$ cat src/logic/adc_ctrl_defines.vh
// constants for the parallel-readout converter controller
// assumes a 40 MHz system clock; included by adc_ctrl.v and adc_fifo.v
`ifndef ADC_CTRL_DEFINES_VH
`define ADC_CTRL_DEFINES_VH

// clock period in ns
`define CLK_PERIOD_NS 25
// read strobe low time, least, ns
`define T_RD_LOW_NS 50
`define RD_LOW_CYC ((`T_RD_LOW_NS + `CLK_PERIOD_NS - 1) / `CLK_PERIOD_NS)
// read strobe high to next trigger fall, least, ns
`define T_RD_TO_TRIG_NS 50
`define RD_TO_TRIG_CYC \
    ((`T_RD_TO_TRIG_NS + `CLK_PERIOD_NS - 1) / `CLK_PERIOD_NS)
// select spacing, least, ns
`define T_SEL_SPACE_NS 50
`define SEL_SPACE_CYC \
    ((`T_SEL_SPACE_NS + `CLK_PERIOD_NS - 1) / `CLK_PERIOD_NS)
// chip select hold around status fall, least, ns
`define T_CS_BUSY_NS 50
`define CS_BUSY_CYC ((`T_CS_BUSY_NS + `CLK_PERIOD_NS - 1) / `CLK_PERIOD_NS)
// abort window after trigger fall, ns (least rounds up, most rounds down)
`define T_ABORT_MIN_NS 70
`define T_ABORT_MAX_NS 480
`define ABORT_MIN_CYC \
    ((`T_ABORT_MIN_NS + `CLK_PERIOD_NS - 1) / `CLK_PERIOD_NS)
`define ABORT_MAX_CYC (`T_ABORT_MAX_NS / `CLK_PERIOD_NS)
// acquisition time, least, ns
`define T_ACQ_NS 175
`define ACQ_CYC ((`T_ACQ_NS + `CLK_PERIOD_NS - 1) / `CLK_PERIOD_NS)
// trigger low pulse, least, ns
`define T_TRIG_LOW_NS 40
`define TRIG_LOW_CYC ((`T_TRIG_LOW_NS + `CLK_PERIOD_NS - 1) / `CLK_PERIOD_NS)

// register map of the controller (word index on the software port)
`define REG_CTRL 2'h0
`define REG_STAT 2'h1
`define REG_DATA 2'h2
// control bits
`define CTRL_START 0
`define CTRL_ABORT 1
`define CTRL_MODE_LO 2
`define CTRL_MODE_HI 3
// read width modes
`define MODE_18 2'h0
`define MODE_16 2'h1
`define MODE_8 2'h2
// widths
`define RES_W 18
`define CNT_W 5
`define FIFO_DEPTH 8
`define FIFO_AW 3

`endif

$ cat src/logic/adc_ctrl.v
// host-side controller for a parallel-readout sampling converter
// assumes the converter pins are synchronous to i_clk; status from the
// converter arrives on i_busy, data on the three-state output bus
// Functional notes
// status high while converting, low otherwise
// chip select fall starts acquisition
// trigger fall ends acquisition, starts conversion
// width 0: all eighteen bits, one read
// width 1, byte 0: low bits on 9..2; the code reads them on 3..2
// width 1, byte 1: low bits on 17..10; the code reads them on 11..10
// byte 1 folds bits 9..2 to 17..10
// 50 ns from last read to trigger
// read only after status falls
// top bits valid when status falls
// bus released within 30 ns of strobe
// chip select steady 50 ns around status fall
// select transitions spaced 50 ns
// abort edge 70 to 480 ns after trigger
// data valid within 30 ns of strobe
// aborted conversion yields no new result
//
// The implementer's own choices: the strobed register port and the register addresses.
`timescale 1ns/1ps
`include "adc_ctrl_defines.vh"

module adc_ctrl (
    input wire i_clk, // 40 MHz system clock
    input wire i_nrst, // async reset, active low
    input wire [1:0] i_addr, // register index
    input wire [7:0] i_wdata, // write data
    input wire i_wr, // write strobe
    input wire i_rd, // read strobe
    output reg [31:0] o_rdata, // read data, cycle after i_rd
    output reg o_cs_n, // converter chip select, active low
    output reg o_conversion_trigger_n, // converter trigger, active low
    output reg o_rd_n, // converter read strobe, active low
    output reg o_byte_select, // fold select to converter
    output reg o_width_select, // 18/16 select to converter
    input wire i_busy, // converter status, high while converting
    input wire [17:0] i_output_bus // converter data bus
);
    // states
    localparam S_IDLE = 4'h0;
    localparam S_ACQ = 4'h1;
    localparam S_TRIG = 4'h2;
    localparam S_CONV = 4'h3;
    localparam S_SEL = 4'h4;
    localparam S_RDLO = 4'h5;
    localparam S_GAP = 4'h6;
    localparam S_PUSH = 4'h7;
    localparam S_ABORT = 4'h8;
    localparam S_CSHOLD = 4'h9;
    // cycle counts, cut to the timer width where they are loaded
    localparam [31:0] ACQ_LD = `ACQ_CYC;
    localparam [31:0] TRIG_LD = `TRIG_LOW_CYC;
    localparam [31:0] SEL_LD = `SEL_SPACE_CYC;
    localparam [31:0] RDLO_LD = `RD_LOW_CYC;
    localparam [31:0] HOLD_LD = `RD_TO_TRIG_CYC;

    reg [3:0] state_reg; // sequencer state
    reg [`CNT_W-1:0] cnt_reg; // phase timer
    reg [`CNT_W-1:0] conv_cnt_reg; // cycles since trigger fall
    reg [1:0] mode_reg; // read width mode
    reg [1:0] part_reg; // which read of the word
    reg [`RES_W-1:0] acc_reg; // assembled result
    reg abort_req_reg; // abort requested by software
    reg busy_d_reg; // status one cycle ago
    reg aborted_reg; // last conversion was aborted
    reg overflow_reg; // result dropped, fifo full
    wire busy_fall;
    wire fifo_ready;
    wire fifo_valid;
    wire [`RES_W-1:0] fifo_data;
    wire fifo_pop;
    wire last_part;

    ////////////////////////////////////////////////////////////////////
    // result fifo, drained by software data reads
    assign fifo_pop = i_rd && (i_addr == `REG_DATA);
    adc_fifo #(
        .WIDTH(`RES_W),
        .DEPTH(`FIFO_DEPTH),
        .AW(`FIFO_AW)
    ) adc_fifo_i (
        .i_clk(i_clk),
        .i_nrst(i_nrst),
        .i_in_valid(state_reg == S_PUSH),
        .o_in_ready(fifo_ready),
        .i_in_data(acc_reg),
        .o_out_valid(fifo_valid),
        .i_out_ready(fifo_pop),
        .o_out_data(fifo_data)
    );

    // status edge detect; conversion is running while i_busy is high
    assign busy_fall = busy_d_reg && !i_busy;
    assign last_part = (mode_reg == `MODE_18) ||
        (mode_reg == `MODE_16 && part_reg == 2'h1) ||
        (mode_reg == `MODE_8 && part_reg == 2'h2);

    ////////////////////////////////////////////////////////////////////
    // register read port, data one cycle after strobe
    always @(posedge i_clk or negedge i_nrst) begin
        if (!i_nrst) begin
            o_rdata <= 32'h0;
        end else if (i_rd) begin
            case (i_addr)
                `REG_CTRL: o_rdata <= {28'h0, mode_reg, 2'h0};
                `REG_STAT: o_rdata <= {24'h0, fifo_valid, overflow_reg,
                    aborted_reg, i_busy, state_reg};
                `REG_DATA: o_rdata <= {fifo_valid, 13'h0, fifo_data};
                default: o_rdata <= 32'h0;
            endcase
        end else begin
            o_rdata <= 32'h0;
        end
    end

    ////////////////////////////////////////////////////////////////////
    // sequencer driving the converter pins
    always @(posedge i_clk or negedge i_nrst) begin
        if (!i_nrst) begin
            state_reg <= S_IDLE;
            cnt_reg <= {`CNT_W{1'b0}};
            conv_cnt_reg <= {`CNT_W{1'b0}};
            mode_reg <= `MODE_18;
            part_reg <= 2'h0;
            acc_reg <= {`RES_W{1'b0}};
            abort_req_reg <= 1'b0;
            busy_d_reg <= 1'b0;
            aborted_reg <= 1'b0;
            overflow_reg <= 1'b0;
            o_cs_n <= 1'b1;
            o_conversion_trigger_n <= 1'b1;
            o_rd_n <= 1'b1;
            o_byte_select <= 1'b0;
            o_width_select <= 1'b0;
        end else begin
            busy_d_reg <= i_busy;
            if (cnt_reg != {`CNT_W{1'b0}}) begin
                cnt_reg <= cnt_reg - 1'b1;
            end
            if (conv_cnt_reg != {`CNT_W{1'b1}}) begin
                conv_cnt_reg <= conv_cnt_reg + 1'b1;
            end
            // abort request latches until used or the conversion ends; idle clears it
            if (i_wr && i_addr == `REG_CTRL && i_wdata[`CTRL_ABORT]) begin
                abort_req_reg <= 1'b1;
            end
            // software clear first, so a drop in the same cycle still sets
            if (i_wr && i_addr == `REG_STAT) begin
                overflow_reg <= 1'b0;
            end
            case (state_reg)
                S_IDLE: begin
                    abort_req_reg <= 1'b0;
                    if (i_wr && i_addr == `REG_CTRL &&
                        i_wdata[`CTRL_START]) begin
                        mode_reg <= i_wdata[`CTRL_MODE_HI:`CTRL_MODE_LO];
                        o_cs_n <= 1'b0;
                        cnt_reg <= ACQ_LD[`CNT_W-1:0];
                        state_reg <= S_ACQ;
                    end
                end
                S_ACQ: begin
                    // acquisition runs from chip select fall
                    if (cnt_reg == {`CNT_W{1'b0}}) begin
                        o_conversion_trigger_n <= 1'b0;
                        conv_cnt_reg <= {`CNT_W{1'b0}};
                        cnt_reg <= TRIG_LD[`CNT_W-1:0];
                        aborted_reg <= 1'b0;
                        state_reg <= S_TRIG;
                    end
                end
                S_TRIG: begin
                    if (cnt_reg == {`CNT_W{1'b0}}) begin
                        o_conversion_trigger_n <= 1'b1;
                        state_reg <= S_CONV;
                    end
                end
                S_CONV: begin
                    // abort only inside its legal window
                    if (abort_req_reg &&
                        conv_cnt_reg >= `ABORT_MIN_CYC - 1 &&
                        conv_cnt_reg < `ABORT_MAX_CYC) begin
                        o_conversion_trigger_n <= 1'b0;
                        abort_req_reg <= 1'b0;
                        aborted_reg <= 1'b1;
                        cnt_reg <= TRIG_LD[`CNT_W-1:0];
                        state_reg <= S_ABORT;
                    end else if (busy_fall) begin
                        // bus valid at status fall, reads may start
                        abort_req_reg <= 1'b0;
                        part_reg <= 2'h0;
                        // first read of every width is unfolded
                        o_width_select <= 1'b0;
                        o_byte_select <= 1'b0;
                        cnt_reg <= SEL_LD[`CNT_W-1:0];
                        state_reg <= S_SEL;
                    end
                end
                S_ABORT: begin
                    // no new result; release chip select and return to idle
                    if (cnt_reg == {`CNT_W{1'b0}}) begin
                        o_conversion_trigger_n <= 1'b1;
                        cnt_reg <= HOLD_LD[`CNT_W-1:0];
                        state_reg <= S_CSHOLD;
                    end
                end
                S_SEL: begin
                    // selects settle before strobe falls
                    if (cnt_reg == {`CNT_W{1'b0}}) begin
                        o_rd_n <= 1'b0;
                        cnt_reg <= RDLO_LD[`CNT_W-1:0];
                        state_reg <= S_RDLO;
                    end
                end
                S_RDLO: begin
                    if (cnt_reg == {`CNT_W{1'b0}}) begin
                        // sample bus before releasing strobe
                        case (mode_reg)
                            `MODE_16: begin
                                if (part_reg == 2'h0) begin
                                    acc_reg[17:2] <= i_output_bus[17:2];
                                end else begin
                                    acc_reg[1:0] <= i_output_bus[3:2];
                                end
                            end
                            `MODE_8: begin
                                if (part_reg == 2'h0) begin
                                    acc_reg[17:10] <= i_output_bus[17:10];
                                end else if (part_reg == 2'h1) begin
                                    acc_reg[9:2] <= i_output_bus[17:10];
                                end else begin
                                    acc_reg[1:0] <= i_output_bus[11:10];
                                end
                            end
                            default: acc_reg <= i_output_bus;
                        endcase
                        o_rd_n <= 1'b1;
                        cnt_reg <= SEL_LD[`CNT_W-1:0];
                        state_reg <= S_GAP;
                    end
                end
                S_GAP: begin
                    if (cnt_reg == {`CNT_W{1'b0}}) begin
                        if (last_part) begin
                            state_reg <= S_PUSH;
                        end else begin
                            part_reg <= part_reg + 1'b1;
                            if (mode_reg == `MODE_16) begin
                                o_width_select <= 1'b1;
                            end else if (part_reg == 2'h0) begin
                                o_byte_select <= 1'b1;
                            end else begin
                                o_width_select <= 1'b1;
                            end
                            cnt_reg <= SEL_LD[`CNT_W-1:0];
                            state_reg <= S_SEL;
                        end
                    end
                end
                S_PUSH: begin
                    // full fifo drops the word and flags it
                    if (!fifo_ready) begin
                        overflow_reg <= 1'b1;
                    end
                    cnt_reg <= HOLD_LD[`CNT_W-1:0];
                    state_reg <= S_CSHOLD;
                end
                S_CSHOLD: begin
                    // chip select stays low well past status fall
                    if (cnt_reg == {`CNT_W{1'b0}}) begin
                        o_cs_n <= 1'b1;
                        o_width_select <= 1'b0;
                        o_byte_select <= 1'b0;
                        state_reg <= S_IDLE;
                    end
                end
                default: state_reg <= S_IDLE;
            endcase
        end
    end
endmodule

$ cat src/logic/adc_fifo.v
// small synchronous fifo with valid/ready on both sides
// assumes one clock and an active-low asynchronous reset
`timescale 1ns/1ps
`include "adc_ctrl_defines.vh"

module adc_fifo #(
    parameter WIDTH = `RES_W,
    parameter DEPTH = `FIFO_DEPTH,
    parameter AW = `FIFO_AW
) (
    input wire i_clk, // system clock
    input wire i_nrst, // async reset, active low
    input wire i_in_valid, // write side data valid
    output wire o_in_ready, // write side may push
    input wire [WIDTH-1:0] i_in_data, // write data
    output wire o_out_valid, // read side data present
    input wire i_out_ready, // read side pops
    output wire [WIDTH-1:0] o_out_data // head word
);
    reg [WIDTH-1:0] mem [0:DEPTH-1]; // storage
    reg [AW-1:0] wr_ptr_reg; // write pointer
    reg [AW-1:0] rd_ptr_reg; // read pointer
    reg [AW:0] count_reg; // words held
    wire push;
    wire pop;

    assign o_in_ready = (count_reg != DEPTH[AW:0]);
    assign o_out_valid = (count_reg != {(AW+1){1'b0}});
    assign o_out_data = mem[rd_ptr_reg];
    assign push = i_in_valid && o_in_ready;
    assign pop = o_out_valid && i_out_ready;

    // storage is not reset; only pointers and count need defined values
    always @(posedge i_clk) begin
        if (push) begin
            mem[wr_ptr_reg] <= i_in_data;
        end
    end

    // pointer and count bookkeeping
    always @(posedge i_clk or negedge i_nrst) begin
        if (!i_nrst) begin
            wr_ptr_reg <= {AW{1'b0}};
            rd_ptr_reg <= {AW{1'b0}};
            count_reg <= {(AW+1){1'b0}};
        end else begin
            if (push) begin
                wr_ptr_reg <= wr_ptr_reg + 1'b1;
            end
            if (pop) begin
                rd_ptr_reg <= rd_ptr_reg + 1'b1;
            end
            if (push && !pop) begin
                count_reg <= count_reg + 1'b1;
            end else if (pop && !push) begin
                count_reg <= count_reg - 1'b1;
            end
        end
    end
endmodule

$ cat config.mk
export PLATFORM = sky130hd
export DESIGN_NAME = adc_ctrl
export DESIGN_NICKNAME = d
export VERILOG_FILES = /design/src/logic/adc_ctrl.v /design/src/logic/adc_fifo.v
export VERILOG_INCLUDE_DIRS = /design/src /design/src/logic
export SDC_FILE = /design/constraint.sdc
export NUM_CORES = 1
export LEC_CHECK = 0
export BUFFER_PORTS_ARGS = -buffer_cell sky130_fd_sc_hd__buf_4
export CAP_MARGIN = 20
export CORE_MARGIN = 1
export CORE_UTILIZATION = 41
export DETAILED_ROUTE_END_ITERATION = 6
export HOLD_SLACK_MARGIN = 0.06
export SYNTH_ARGS = -nofsm -noshare
export SYNTH_HDL_FRONTEND = slang
export SYNTH_SLANG_ARGS = --single-unit
$ cat constraint.sdc
create_clock -name i_clk -period 2.9 [get_ports i_clk]
set_clock_uncertainty 0.15 [all_clocks]
set_input_delay 0.435 -clock i_clk [delete_from_list [all_inputs] [get_ports i_clk]]
set_output_delay 0.435 -clock i_clk [all_outputs]
set_load 0.005 [all_outputs]
==> impl_metrics.tcl <==
set metrics [dict create \
    detail_route.first_pass.iterations 7 \
    cts-htree-levels 1 \
    worst_setup_path_end_kind "flip-flop" \
    io-pin-count 70 \
    tightest_slew_ns 0.691 \
    synth_flop_cell "sky130_fd_sc_hd__edfxtp_1" \
    r2r.worst_path.cells 7 \
    placeableCoreArea_sq_um 22000 \
    met2_usage_pct 30.5 \
    cts_root_buffer "sky130_fd_sc_hd__clkbuf_16" \
    power_leakage_nw 4.23 \
    synth.yosys.warnings 0 \
    setup_tns_ns 0 \
    synth-async-reset-ratio_pct 33.9 \
    critical_path_peak_fanout 3 \
    grt_start_max_net_pins 45 \
    initial_utilization_pct 42.2 \
    synth_area_leaders "sky130_fd_sc_hd__edfxtp_1 47%, sky130_fd_sc_hd__dfrtp_1 19%, sky130_fd_sc_hd__mux4_2 8.7%" \
    max_clock_freq_mhz 375 \
    grtUsageMet3_pct 2.59 \
    post-place-cells 923 \
    detailed_place_hpwl_mm 12.3 \
    final.period_utilization_pct 91.9 \
    clock_latency_ns 0.52 \
    setup.worst_path.class "input port to flip-flop" \
    timing.max_slew.rel_slack_pct 53.9 \
    area_growth_from_synthesis_to_layout_pct 18.3 \
    critPathCapture "adc_fifo_i.count_reg[3]" \
    report.final.slew_viol_count 0 \
    vdd_ir_drop_max_uv 407 \
    die_height_um 153 \
    antenna-diode-count 0 \
    die-area_sq_um 23300 \
    drt_first_iter_violations 354 \
    synth-seq-area-share_pct 66.5 \
    synth_largest_area_cell "sky130_fd_sc_hd__edfxtp_1" \
    synthCells 585 \
    layout.cells.non_filler 979 \
    drc 2 \
    largest_register_ff_count 144 \
    synth.cell_area_sq_um 9290 \
    groute.layer.met1.usage_pct 22.2 \
    status "complete, but fails checks" \
    grt_antenna_before_repair 0 \
    totalWireLength_mm 19.4 \
    startpoint "i_rd" \
    power_report.internal_total_w 0.00709 \
    count_of_max_cap_constraint_violations 0 \
    power.share.switching_pct 31.3 \
    setup-violations-final 0 \
    cts_made_buffers 23 \
    timing.rr.end "part_reg[0]" \
    final.min_clock_period_ns 2.66 \
    max-clock-path-buffers 3 \
    cp.required_ns 3.14 \
    worstHoldPathType "input port to flip-flop" \
    r2r_slack_ns 0.34 \
    number_of_enable_type_register_cells_in_the_synthesized_netlist 144 \
    reg2reg_from "conv_cnt_reg[0]" \
    die_w_um 153 \
    setup.worst_path.start_class "input port" \
    drive_gt1_share_pct 28.9 \
    cts.clk_slew.worst_paths_ns 0.06 \
    synth.distinct_cells 73 \
    via_count 5197 \
    violations "DRC" \
    tritoncts_num_sinks 218 \
    arrival_ns 2.90 \
    synth_seq_cells 218 \
    wl_per_cell_um 19.8 \
    vias_in_the_first_global_route 5427 \
    combPwrFrac_pct 29.4 \
    power_density_nw_per_um2 940 \
    cts.repair.resized 0 \
    finalHoldViolations 0 \
    grt_first_pass_wirelength_mm 30.5 \
    grt_busiest_layer "met2" \
    tritoncts "built" \
    avgViaCountPerCell 5.31 \
    power.sequential.fraction_pct 43.9 \
    grt.total_usage_pct 17.3 \
    share_clk_of_total_power_pct 26.7 \
    weighted_congestion_at_the_end_of_routability_driven_global_placement 0.796 \
    place.port_buffers 52 \
    rsz0062_at_grt "no" \
    synth_area_per_cell_sq_um 15.9 \
    netSwitchingPower_w 0.00324 \
    nets 732 \
    gr_ovfl_total 0 \
    ant_nets 0 \
    core.rowCount 54 \
    synthDominantCellAreaShare_pct 46.5 \
]
routing by layer:
layer | wire length [um] | vias to the layer above
met1 | 8230 | 2653
met3 | 930 | 25
met5 | 0 | -
met2 | 9840 | 125
met4 | 352 | 0
li1 | - | 2394
worst min-delay path by stage:
stage                             startpoint                       end  slack [ns]  cells after the start
floorplan                             i_nrst             abort_req_reg       -0.01                      0
global placement    adc_fifo_i.wr_ptr_reg[2]  adc_fifo_i.wr_ptr_reg[2]        0.33                      1
detailed placement                    o_cs_n                    o_cs_n        0.34                      2
CTS                                     i_wr              overflow_reg        0.08                      3
global route                            i_wr              overflow_reg         0.1                      3
finish                                  i_wr              overflow_reg        0.10                      3
power by group through the flow:
stage                     Clock (W)  Sequential (W)  Combinational [W]
after floorplan                   0         0.00435            0.00234
after global placement            0         0.00454            0.00295
after detailed placement          0         0.00460            0.00303
after CTS                   0.00283         0.00454            0.00306
after global routing        0.00295         0.00463            0.00332
final                       0.00276         0.00453            0.00303
cell families (layout without fill, tap and decap cells):
| kind of cell | Yosys count | after routing | synth area share, % |
|---|---|---|---|
| mux | 81 | 81 | 14.0 |
| simple gates | 127 | 127 | 7.21 |
| compound gates | 73 | 73 | 5.78 |
| xor+xnor | 15 | 15 | 1.41 |
| buf+inv | 54 | 156 | 2.80 |
| fa+ha+maj | 16 | 16 | 2.24 |
| other cells | 1 | 13 | 0.0404 |
| flops | 218 | 218 | 66.5 |
through the flow:
step | utilization [%] | hold slack [ns] | instance area, sq um | total power (W) | worst slack (ns)
2_1_floorplan | - | -0.0106 | 9350 | 0.00669 | 0.164
3_3_place_gp | 45.9 | 0.330 | 10100 | 0.00749 | 0.195
3_5_place_dp | 45.9 | 0.340 | 10100 | 0.00763 | 0.171
4_1_cts | 49.9 | 0.0804 | 11000 | 0.0104 | 0.264
5_1_grt | 49.9 | 0.0965 | 11000 | 0.0109 | 0.0926
6_report | 49.9 | 0.102 | 11000 | 0.0103 | 0.236
placed cells by master (no fill, tap or decap), types with 10 or more instances in the layout:
cell type and instances:
sky130_fd_sc_hd__mux2i_1 19, sky130_fd_sc_hd__mux4_2 36, sky130_fd_sc_hd__nor2_1 58, sky130_fd_sc_hd__clkbuf_16 23, sky130_fd_sc_hd__xnor2_1 10, sky130_fd_sc_hd__inv_1 17, sky130_fd_sc_hd__buf_4 82, sky130_fd_sc_hd__dfrtp_1 70
sky130_fd_sc_hd__edfxtp_1 144, sky130_fd_sc_hd__ha_1 15, sky130_fd_sc_hd__mux2_2 23, sky130_fd_sc_hd__conb_1 13, sky130_fd_sc_hd__a21oi_1 16, sky130_fd_sc_hd__o21ai_0 11, sky130_fd_sc_hd__nand2_1 19, sky130_fd_sc_hd__dlygate4sd3_1 15
timing repair:
action / in CTS / in global routing
setup buffers: 0 / 0
endpoints found under the hold margin: 53 / 0
hold buffers: 15 / 0
worst max-delay path, stage by stage:
cell and delay (ns):
sky130_fd_sc_hd__dlygate4sd3_1 0.52, sky130_fd_sc_hd__buf_4 0.12, sky130_fd_sc_hd__inv_1 0.05, sky130_fd_sc_hd__or2_2 0.30, sky130_fd_sc_hd__nor2_1 0.14, sky130_fd_sc_hd__inv_1 0.06
sky130_fd_sc_hd__ha_1 0.21, sky130_fd_sc_hd__inv_1 0.12, sky130_fd_sc_hd__ha_1 0.25, sky130_fd_sc_hd__a21o_1 0.18, sky130_fd_sc_hd__a21oi_1 0.17, sky130_fd_sc_hd__xnor2_1 0.14
sky130_fd_sc_hd__nor2_1 0.06, sky130_fd_sc_hd__xor2_1 0.14
cells in the mapped netlist (10+ instances only):
cell type and count:
sky130_fd_sc_hd__buf_4 13, sky130_fd_sc_hd__mux4_2 36, sky130_fd_sc_hd__dfrtp_1 71, sky130_fd_sc_hd__clkbuf_1 11, sky130_fd_sc_hd__o21ai_0 11, sky130_fd_sc_hd__mux2_2 23
sky130_fd_sc_hd__nand2_1 19, sky130_fd_sc_hd__mux2i_1 19, sky130_fd_sc_hd__inv_1 17, sky130_fd_sc_hd__edfxtp_1 144, sky130_fd_sc_hd__xnor2_1 10, sky130_fd_sc_hd__ha_1 15
sky130_fd_sc_hd__nor2_1 58, sky130_fd_sc_hd__a21oi_1 16
layout make-up:
type                    instances  area (sq um)
clock buffers                  33           653
clock inverters                 8          63.8
fillers                      1830         11000
inverters                      18          67.6
multi-input cells             325          2910
flip-flops and latches        218          6180
well taps                     280           350
repair buffers                 97           766
No activity file was read; power rests on OpenSTA's default activity.
